--- src/hw/wdcr_pkg.sv ---
// constants shared by the watchdog counter block
package wdcr_pkg;
    localparam int unsigned CLK_FREQ_HZ       = 200_000_000;
    localparam int unsigned CLK_PERIOD_PS     = 5000;
    // standby interval after deep supply collapse, in microseconds
    localparam int unsigned STANDBY_US        = 20;
    localparam int unsigned STANDBY_CYCLES    = (STANDBY_US * 1_000_000) / CLK_PERIOD_PS;
    // default capacitor period in clock cycles, per charge-discharge cycle
    localparam int unsigned TICK_DIV_DEFAULT  = 64;
    // default discharge time in clock cycles
    localparam int unsigned DISCH_DEFAULT     = 8;
    localparam int unsigned WDT_CYCLES        = 32;
    localparam int unsigned POR_CYCLES        = 4;
    localparam int unsigned INIT_CYCLES_DEF   = 16;

    typedef enum logic [2:0] {
        WDCR_POR_INIT  = 3'b000,
        WDCR_POR_CYCLE = 3'b001,
        WDCR_RUN       = 3'b011,
        WDCR_POR_DISCH = 3'b010,
        WDCR_STANDBY   = 3'b110
    } wdcr_por_t;

    typedef enum logic [1:0] {
        WDCR_WD_IDLE  = 2'b00,
        WDCR_WD_CYCLE = 2'b01,
        WDCR_WD_DISCH = 2'b11,
        WDCR_WD_TOUT  = 2'b10
    } wdcr_wd_t;
endpackage

--- src/hw/wdcr_tick.sv ---
// capacitor period divider giving one tick per charge-discharge cycle
`timescale 1ns/1ps
module wdcr_tick #(
    parameter int unsigned DIV = 64
) (
    input  wire logic mclk_i,    // system clock
    input  wire logic reset_i,   // async reset, high
    input  wire logic run_i,     // capacitor cycling
    output logic      tick_o     // one-cycle tick
);
    localparam int unsigned W = (DIV > 1) ? $clog2(DIV) : 1;

    initial
    begin
        if (DIV < 2)
            $error("wdcr_tick: DIV must be at least 2");
    end

    logic [W-1:0] cnt_r;

    // counter restarts from zero whenever cycling stops
    always_ff @(posedge mclk_i or posedge reset_i)
    begin
        if (reset_i)
            cnt_r <= '0;
        else if (!run_i)
            cnt_r <= '0;
        else if (cnt_r == W'(DIV - 1))
            cnt_r <= '0;
        else
            cnt_r <= cnt_r + W'(1);
    end

    assign tick_o = run_i && (cnt_r == W'(DIV - 1));
endmodule

--- src/hw/wdcr_top.sv ---
// watchdog counter with kick, enable and supply restart sequencing
`timescale 1ns/1ps
// Notes on behaviour
// enable falling during cycling discharges the watchdog capacitor and stops cycling.
// enable falling clears the watchdog cycle counter to zero.
// enable returning high restarts cycling from a cleared count.
// rising-edge variant: only kick rising edge clears the counter.
// falling-edge variant: only kick falling edge clears the counter.
// low supply during reset cycling finishes discharge before new reset cycles.
// after collapse to 0.9 V hold 20 us standby before initialization.
// short dip still reruns the full power-on reset cycling before watchdog.
// 32 watchdog cycles without clear drive the timeout output low.
// kick edge discharges, clears the counter, resumes after discharge.
// reset and timeout outputs rise after 4 reset-delay cycles.
// enable low at reset release: no watchdog cycling until enable high.
// each capacitor cycle is one tick from a configurable divider.
// host kicks within 32 cycles and keeps enable at a valid level.
module wdcr_top #(
    parameter bit          RISE_EDGE   = 1'b1,                       // kick edge variant
    parameter int unsigned WDT_DIV     = wdcr_pkg::TICK_DIV_DEFAULT, // watchdog cycle clocks
    parameter int unsigned POR_DIV     = wdcr_pkg::TICK_DIV_DEFAULT, // reset cycle clocks
    parameter int unsigned DISCH_CLKS  = wdcr_pkg::DISCH_DEFAULT,    // discharge clocks
    parameter int unsigned INIT_CLKS   = wdcr_pkg::INIT_CYCLES_DEF,  // initialization clocks
    parameter int unsigned STBY_CLKS   = wdcr_pkg::STANDBY_CYCLES    // standby clocks
) (
    input  wire logic mclk_i,            // 200 MHz clock
    input  wire logic reset_i,           // async reset, high
    input  wire logic supply_low_i,      // supply below detection voltage
    input  wire logic supply_dead_i,     // supply at or below 0.9 V
    input  wire logic watchdog_en_i,     // watchdog enable, high
    input  wire logic kick_input_i,      // service kick
    output logic      reset_n_o,         // reset output, low active
    output logic      timeout_output_n_o,// timeout output, low active
    output logic      wd_cap_charge_o,   // watchdog capacitor cycling
    output logic      wd_cap_disch_o,    // watchdog capacitor discharging
    output logic      por_cap_disch_o,   // reset-delay capacitor discharging
    output logic [5:0] wd_count_o        // watchdog cycle tally
);
    localparam int unsigned DW = $clog2(DISCH_CLKS + 1);
    localparam int unsigned SW = $clog2(STBY_CLKS + INIT_CLKS + 1);

    initial
    begin
        if (DISCH_CLKS < 1 || INIT_CLKS < 1 || STBY_CLKS < 1)
            $error("wdcr_top: discharge, init and standby counts must be at least 1");
    end

    // ----------------------------------------------------------------
    // input edge detection
    // ----------------------------------------------------------------
    logic kick_d_r;
    logic en_d_r;
    logic kick_edge;
    logic en_fall;

    // inputs are already synchronous, one stage suffices for edges
    always_ff @(posedge mclk_i or posedge reset_i)
    begin
        if (reset_i)
        begin
            kick_d_r <= 1'b0;
            en_d_r   <= 1'b0;
        end
        else
        begin
            kick_d_r <= kick_input_i;
            en_d_r   <= watchdog_en_i;
        end
    end

    assign kick_edge = RISE_EDGE ? (kick_input_i && !kick_d_r)
                                 : (!kick_input_i && kick_d_r);
    assign en_fall   = en_d_r && !watchdog_en_i;

    // ----------------------------------------------------------------
    // supply and reset-timeout sequencing
    // ----------------------------------------------------------------
    wdcr_pkg::wdcr_por_t por_st_r;
    logic [SW-1:0]       por_tmr_r;
    logic [DW-1:0]       pdis_r;
    logic [2:0]          por_cnt_r;
    logic                por_tick;
    logic                dead_seen_r;

    wdcr_tick #(.DIV(POR_DIV)) u_por_tick (
        .mclk_i  (mclk_i),
        .reset_i (reset_i),
        .run_i   (por_st_r == wdcr_pkg::WDCR_POR_CYCLE),
        .tick_o  (por_tick)
    );

    // a collapse to 0.9 V is remembered so the next rise waits for standby
    always_ff @(posedge mclk_i or posedge reset_i)
    begin
        if (reset_i)
            dead_seen_r <= 1'b1;
        else if (supply_dead_i)
            dead_seen_r <= 1'b1;
        else if (por_st_r == wdcr_pkg::WDCR_STANDBY && por_tmr_r == '0)
            dead_seen_r <= 1'b0;
    end

    // power-on sequence; any dip after standby restarts it from the discharge step, without standby
    always_ff @(posedge mclk_i or posedge reset_i)
    begin
        if (reset_i)
        begin
            por_st_r  <= wdcr_pkg::WDCR_STANDBY;
            por_tmr_r <= SW'(STBY_CLKS);
            pdis_r    <= '0;
            por_cnt_r <= '0;
        end
        else if (supply_dead_i)
        begin
            por_st_r  <= wdcr_pkg::WDCR_STANDBY;
            por_cnt_r <= '0;
            if (!dead_seen_r)
                por_tmr_r <= SW'(STBY_CLKS);               // standby timed from the collapse
            else if (por_tmr_r != '0)
                por_tmr_r <= por_tmr_r - SW'(1);           // a long collapse adds no delay
            if (pdis_r != '0)
                pdis_r <= pdis_r - DW'(1);
        end
        else if (supply_low_i)
        begin
            // a dip, however short, reruns initialization and all reset cycles; discharge only when it hits reset cycling
            por_cnt_r <= '0;
            if (por_st_r == wdcr_pkg::WDCR_POR_CYCLE)
                pdis_r <= DW'(DISCH_CLKS);
            else if (pdis_r != '0)
                pdis_r <= pdis_r - DW'(1);
            if (por_st_r != wdcr_pkg::WDCR_STANDBY)
                por_st_r <= wdcr_pkg::WDCR_POR_DISCH;
        end
        else
        begin
            unique case (por_st_r)
                wdcr_pkg::WDCR_STANDBY:
                begin
                    if (pdis_r != '0)
                        pdis_r <= pdis_r - DW'(1);
                    if (por_tmr_r != '0)
                        por_tmr_r <= por_tmr_r - SW'(1);
                    else
                    begin
                        por_st_r  <= wdcr_pkg::WDCR_POR_DISCH;
                        por_tmr_r <= SW'(INIT_CLKS);
                    end
                end
                // new reset cycles wait for the old discharge to end
                wdcr_pkg::WDCR_POR_DISCH:
                    if (pdis_r != '0)
                        pdis_r <= pdis_r - DW'(1);
                    else
                    begin
                        por_st_r  <= wdcr_pkg::WDCR_POR_INIT;
                        por_tmr_r <= SW'(INIT_CLKS);
                    end
                wdcr_pkg::WDCR_POR_INIT:
                    if (por_tmr_r > SW'(1))
                        por_tmr_r <= por_tmr_r - SW'(1);
                    else
                        por_st_r <= wdcr_pkg::WDCR_POR_CYCLE;
                wdcr_pkg::WDCR_POR_CYCLE:
                    if (por_tick)
                    begin
                        if (por_cnt_r == 3'(wdcr_pkg::POR_CYCLES - 1))
                            por_st_r <= wdcr_pkg::WDCR_RUN;
                        por_cnt_r <= por_cnt_r + 3'(1);
                    end
                wdcr_pkg::WDCR_RUN:
                    por_cnt_r <= por_cnt_r;
                default:
                    por_st_r <= wdcr_pkg::WDCR_STANDBY;
            endcase
        end
    end

    // ----------------------------------------------------------------
    // watchdog cycling and tally
    // ----------------------------------------------------------------
    wdcr_pkg::wdcr_wd_t wd_st_r;
    logic [5:0]         wd_cnt_r;
    logic [DW-1:0]      wdis_r;
    logic               wd_tick;
    logic               released;

    assign released = (por_st_r == wdcr_pkg::WDCR_RUN);

    wdcr_tick #(.DIV(WDT_DIV)) u_wd_tick (
        .mclk_i  (mclk_i),
        .reset_i (reset_i),
        .run_i   (wd_st_r == wdcr_pkg::WDCR_WD_CYCLE),
        .tick_o  (wd_tick)
    );

    // watchdog only runs after release and while enabled
    always_ff @(posedge mclk_i or posedge reset_i)
    begin
        if (reset_i)
        begin
            wd_st_r  <= wdcr_pkg::WDCR_WD_IDLE;
            wd_cnt_r <= '0;
            wdis_r   <= '0;
        end
        else if (!released)
        begin
            // supply events hold counting off until reset cycling ends
            wd_st_r  <= wdcr_pkg::WDCR_WD_IDLE;
            wd_cnt_r <= '0;
            wdis_r   <= '0;
        end
        else
        begin
            unique case (wd_st_r)
                wdcr_pkg::WDCR_WD_IDLE:
                    if (wdis_r != '0)
                        wdis_r <= wdis_r - DW'(1);
                    else if (watchdog_en_i)
                        wd_st_r <= wdcr_pkg::WDCR_WD_CYCLE;
                wdcr_pkg::WDCR_WD_CYCLE:
                    if (en_fall || !watchdog_en_i)
                    begin
                        wd_st_r  <= wdcr_pkg::WDCR_WD_IDLE;
                        wdis_r   <= DW'(DISCH_CLKS);
                        wd_cnt_r <= '0;
                    end
                    else if (kick_edge)
                    begin
                        wd_st_r  <= wdcr_pkg::WDCR_WD_DISCH;
                        wdis_r   <= DW'(DISCH_CLKS);
                        wd_cnt_r <= '0;
                    end
                    else if (wd_tick)
                    begin
                        wd_cnt_r <= wd_cnt_r + 6'(1);
                        if (wd_cnt_r == 6'(wdcr_pkg::WDT_CYCLES - 1))
                            wd_st_r <= wdcr_pkg::WDCR_WD_TOUT;
                    end
                wdcr_pkg::WDCR_WD_DISCH:
                    if (!watchdog_en_i)
                    begin
                        wd_st_r  <= wdcr_pkg::WDCR_WD_IDLE;
                        wd_cnt_r <= '0;
                    end
                    else if (wdis_r > DW'(1))
                        wdis_r <= wdis_r - DW'(1);
                    else
                    begin
                        wdis_r  <= '0;
                        wd_st_r <= wdcr_pkg::WDCR_WD_CYCLE;
                    end
                // timeout holds until a clear; a kick restarts cycling
                wdcr_pkg::WDCR_WD_TOUT:
                    if (!watchdog_en_i)
                    begin
                        wd_st_r  <= wdcr_pkg::WDCR_WD_IDLE;
                        wd_cnt_r <= '0;
                    end
                    else if (kick_edge)
                    begin
                        wd_st_r  <= wdcr_pkg::WDCR_WD_DISCH;
                        wdis_r   <= DW'(DISCH_CLKS);
                        wd_cnt_r <= '0;
                    end
            endcase
        end
    end

    // ----------------------------------------------------------------
    // outputs
    // ----------------------------------------------------------------
    logic rst_n_r;
    logic tout_n_r;

    // registered outputs; both held low until release
    always_ff @(posedge mclk_i or posedge reset_i)
    begin
        if (reset_i)
        begin
            rst_n_r  <= 1'b0;
            tout_n_r <= 1'b0;
        end
        else
        begin
            rst_n_r  <= released && !supply_low_i && !supply_dead_i;
            tout_n_r <= released && !supply_low_i && !supply_dead_i
                        && (wd_st_r != wdcr_pkg::WDCR_WD_TOUT);
        end
    end

    assign reset_n_o          = rst_n_r;
    assign timeout_output_n_o = tout_n_r;
    assign wd_cap_charge_o    = (wd_st_r == wdcr_pkg::WDCR_WD_CYCLE);
    assign wd_cap_disch_o     = (wd_st_r == wdcr_pkg::WDCR_WD_DISCH) || (wdis_r != '0);
    assign por_cap_disch_o    = (pdis_r != '0);
    assign wd_count_o         = wd_cnt_r;
endmodule

--- config.mk ---
export PLATFORM = sky130hd
export DESIGN_NAME = wdcr_top
export DESIGN_NICKNAME = d
export VERILOG_FILES = /design/src/hw/wdcr_pkg.sv /design/src/hw/wdcr_tick.sv /design/src/hw/wdcr_top.sv
export SDC_FILE = /design/constraint.sdc
export NUM_CORES = 1
export LEC_CHECK = 0
export BUFFER_PORTS_ARGS = -buffer_cell sky130_fd_sc_hd__clkbuf_2
export CORE_MARGIN = 2
export CORE_UTILIZATION = 61
export DETAILED_ROUTE_END_ITERATION = 10
export PLACE_DENSITY = 0.8
export SLEW_MARGIN = 20
export SYNTH_ARGS = -nofsm -noshare
export SYNTH_HDL_FRONTEND = slang
export SYNTH_SLANG_ARGS = --single-unit
--- constraint.sdc ---
create_clock -name mclk_i -period 2.5 [get_ports mclk_i]
set_input_delay 0.25 -clock mclk_i [delete_from_list [all_inputs] [get_ports mclk_i]]
set_output_delay 0.25 -clock mclk_i [all_outputs]
set_load 0.05 [all_outputs]
==> qor.yml <==
outcome:
  status: "finished clean"
cells_and_area:
  final_core_util: 0.698
  multi_input_area_um2: 1640
  final_cell_area_um2: 3320
  nets: 374
  regArea_um2: 1260
  fillers: 388
  n_antenna_cell: 0
  drive_above_1_share: 0.159
  syn_to_final_growth_pct: 10.2
floorplanning:
  ioPinCount: 17
  coreArea_um2: 4750
  die_y_um: 74.3
  die_area_um2: 5520
  start_util: 0.633
  rows: 25
  fp.dieW_um: 74.3
drt:
  drt-total-wl_um: 5860
  drt_pre_antenna_iters: 4
  vias: 2482
  drt_iter0_drc: 131
  drt-vias-per-instance: 5.91
  detail_route.wl_per_cell_um: 13.9
  route.detailed.drc: 0
  ant_nets: 0
power:
  power_leakage_nw: 1.48
  max-vdd-ir-drop_mv: 0.371
  p_per_area_nw_per_um2: 649
yosys:
  syn_inst: 327
  synth_common_cells: "nor2_1 (44), dfrtp_1 (41), nand2_1 (21)"
  synth-async-reset-ratio: 1.00
  synth.yosys.seq_area_share: 0.419
  synthDistinctLibCells: 55
  yosys_register_bits: 50
  synth_area_leaders: "dfrtp_1 (34%), dfstp_2 (7.9%), ha_1 (6.6%), nor2_1 (5.5%), nand2_1 (2.6%)"
  synthFlopType: "dfrtp_1"
  synth_warnings: 0
  netlist_area_um2: 3010
  yosysMostFrequentCell: "nor2_1"
  synth_edf_count: 0
  synth_top_area_frac: 0.341
  syn_avg_cell_area_um2: 9.21
  syn_nets: 349
  synth_top_cell_by_area: "dfrtp_1"
timing:
  hold_viol: 0
  finalClockSkew_ps: 5.71
  grt_setup_unrepaired: "false"
  setup_viol: 0
  whs_ps: 63.5
  slew-limit-headroom: 0.672
  setup_ws_ps: 207
  finalCritPeriodShare: 0.917
  setup-tns-final_ps: 0
  drv_slew: 0
  fmax_mhz: 436
  finalCriticalPeriod_ps: 2290
  tightest_slew_ps: 489
global_route:
  grt_pass1_wl_um: 10300
  grt_busiest_layer: "met2"
  met2_usage: 0.373
  use_met3: 0.0501
  grt_max_degree: 24
  grt-ovfl-total: 0
  gr-usage-met1: 0.337
  grt_pass1_vias: 2319
  track_usage: 0.238
  antenna_found_initial: 0
placement:
  place_area_um2: 3210
  portBuffers: 16
  pre_cts_slack_ps: 260
  gp_congestion: 0.865
  dpl.hpwl_um: 4250
setup_path:
  worstPathCellList: "inv_1 -> ha_1 -> o21ba_2 -> and4_1 -> o211a_4 -> or3_1 -> o2bb2ai_1"
  slowest_delay_ps: 490
  cp-endpoint: "por_tmr_r[6]"
  start_kind: "flip-flop"
  path_buf_inv: 1
  reg2reg_to: "por_tmr_r[6]"
  crit_fanout: 13
  critical_path.top_delay_family: "compound AO/OA/AOI/OAI gates"
  r2r_slack_ps: 210
  arrival_ps: 2530
  worstReg2RegStart: "por_tmr_r[0]"
  slowest_stage: "dfrtp_1"
  cp_data_required_time_ps: 2740
  crit_cells: 7
  path_class: "flip-flop to flip-flop"
  reg2regPathDepth: 7
  critPathCaptureType: "flip-flop"
  critPathLaunch: "por_tmr_r[0]"
cts:
  cts_tree: "yes"
  cts-buffers-inserted: 5
  cts_max_path_buffers: 2
  clock_insertion_delay_worst_skew_ps: 300
  clkTransAtPathRegs_ps: 90
  ctsResizeCount: 0
  cts_root_buf: "clkbuf_8"
  cts_max_level: 2
  clock-sinks: 50
flow_run:
  maxCapViolCount: 0
hold_path:
  hold_path_class: "input pin to flip-flop"
## flip-flops by register name (all words and copies together) (netlist names)
signal / flops
wd_count_o: 6
por_cnt_r: 3
u_por_tick.cnt_r: 6
por_st_r: 3
reset_n_o: 1
wd_st_r: 2
kick_d_r: 1
u_wd_tick.cnt_r: 6
dead_seen_r: 1
timeout_output_n_o: 1
por_tmr_r: 12
wdis_r: 4
pdis_r: 4
## through the flow
step	std cells	total power (W)
6_report	420	0.00215
5_1_grt	420	0.00229
3_5_place_dp	411	0.00166
2_1_floorplan	327	0.00152
3_3_place_gp	411	0.00164
4_1_cts	420	0.00216
## worst register-to-register path: cells and delay by family, from the launching register on
kind / cells / cell delay (ps)
AOI/OAI and AO/OA: 3 / 680
DFF: 1 / 490
buffers and inverters: 1 / 100
and+or+nand+nor: 2 / 680
adders and majority gates: 1 / 280
## where the power goes
part | switching, W | internal, W
Clock | 0.000274 | 0.000223
Combinational | 0.000290 | 0.000252
Sequential | 0.000153 | 0.000961
Total | 0.000718 | 0.00144
## cells by family after synthesis
kind of cell             Yosys count  share of synthesized area
multiplexers                       6                     0.0208
buffers and inverters             27                     0.0361
AND/OR/NAND/NOR                  136                      0.231
XOR/XNOR                          12                     0.0349
adder cells (fa/ha/maj)           16                     0.0665
AO/OA/AOI/OAI                     80                      0.192
flip-flops                        50                      0.419
## layer usage
layer  part of all wire  up-vias
met1               0.50     1204
met2               0.44       52
met4              0.012        0
met5                  0        -
met3              0.040        7
li1                   -     1219
## worst min path at each step
stage,start,depth (start not counted),endpoint,slack (ps)
after floorplan,kick_input_i,0,kick_d_r,280
after global placement,reset_i,2,u_por_tick.cnt_r[5],270
after detailed placement,reset_i,2,u_por_tick.cnt_r[5],280
after CTS,kick_input_i,1,kick_d_r,50
after global routing,kick_input_i,1,kick_d_r,50
final,kick_input_i,1,kick_d_r,60
## cell usage in the layout (no fill, tap or decap), types with 6 or more instances in the layout
cell type  count
nand3_1        9
a21oi_1       14
clkbuf_8       6
or3_1          7
xor2_1         7
o21ai_0       15
dfstp_2        9
o31ai_1        7
nand2_1       21
ha_1          16
clkbuf_2      16
inv_1         16
buf_4         11
nor2_1        44
nor3_1        11
dfrtp_1       41
nand2b_1       6
## area by class of cell
| type | count | area share |
|---|---|---|
| clock buffer | 6 | 0.0249 |
| clock inverter | 2 | 0.00377 |
| inverter | 17 | 0.0192 |
| multi-input combinational | 250 | 0.494 |
| sequential | 50 | 0.380 |
| tap | 67 | 0.0253 |
| timing repair buffer | 28 | 0.0520 |
## timing repair
item,in CTS,in global routing
endpoints found under the hold margin,21,0
hold buffers,1,0
buffers inserted,0,0
Note: power is estimated with default switching activity, not from simulation.
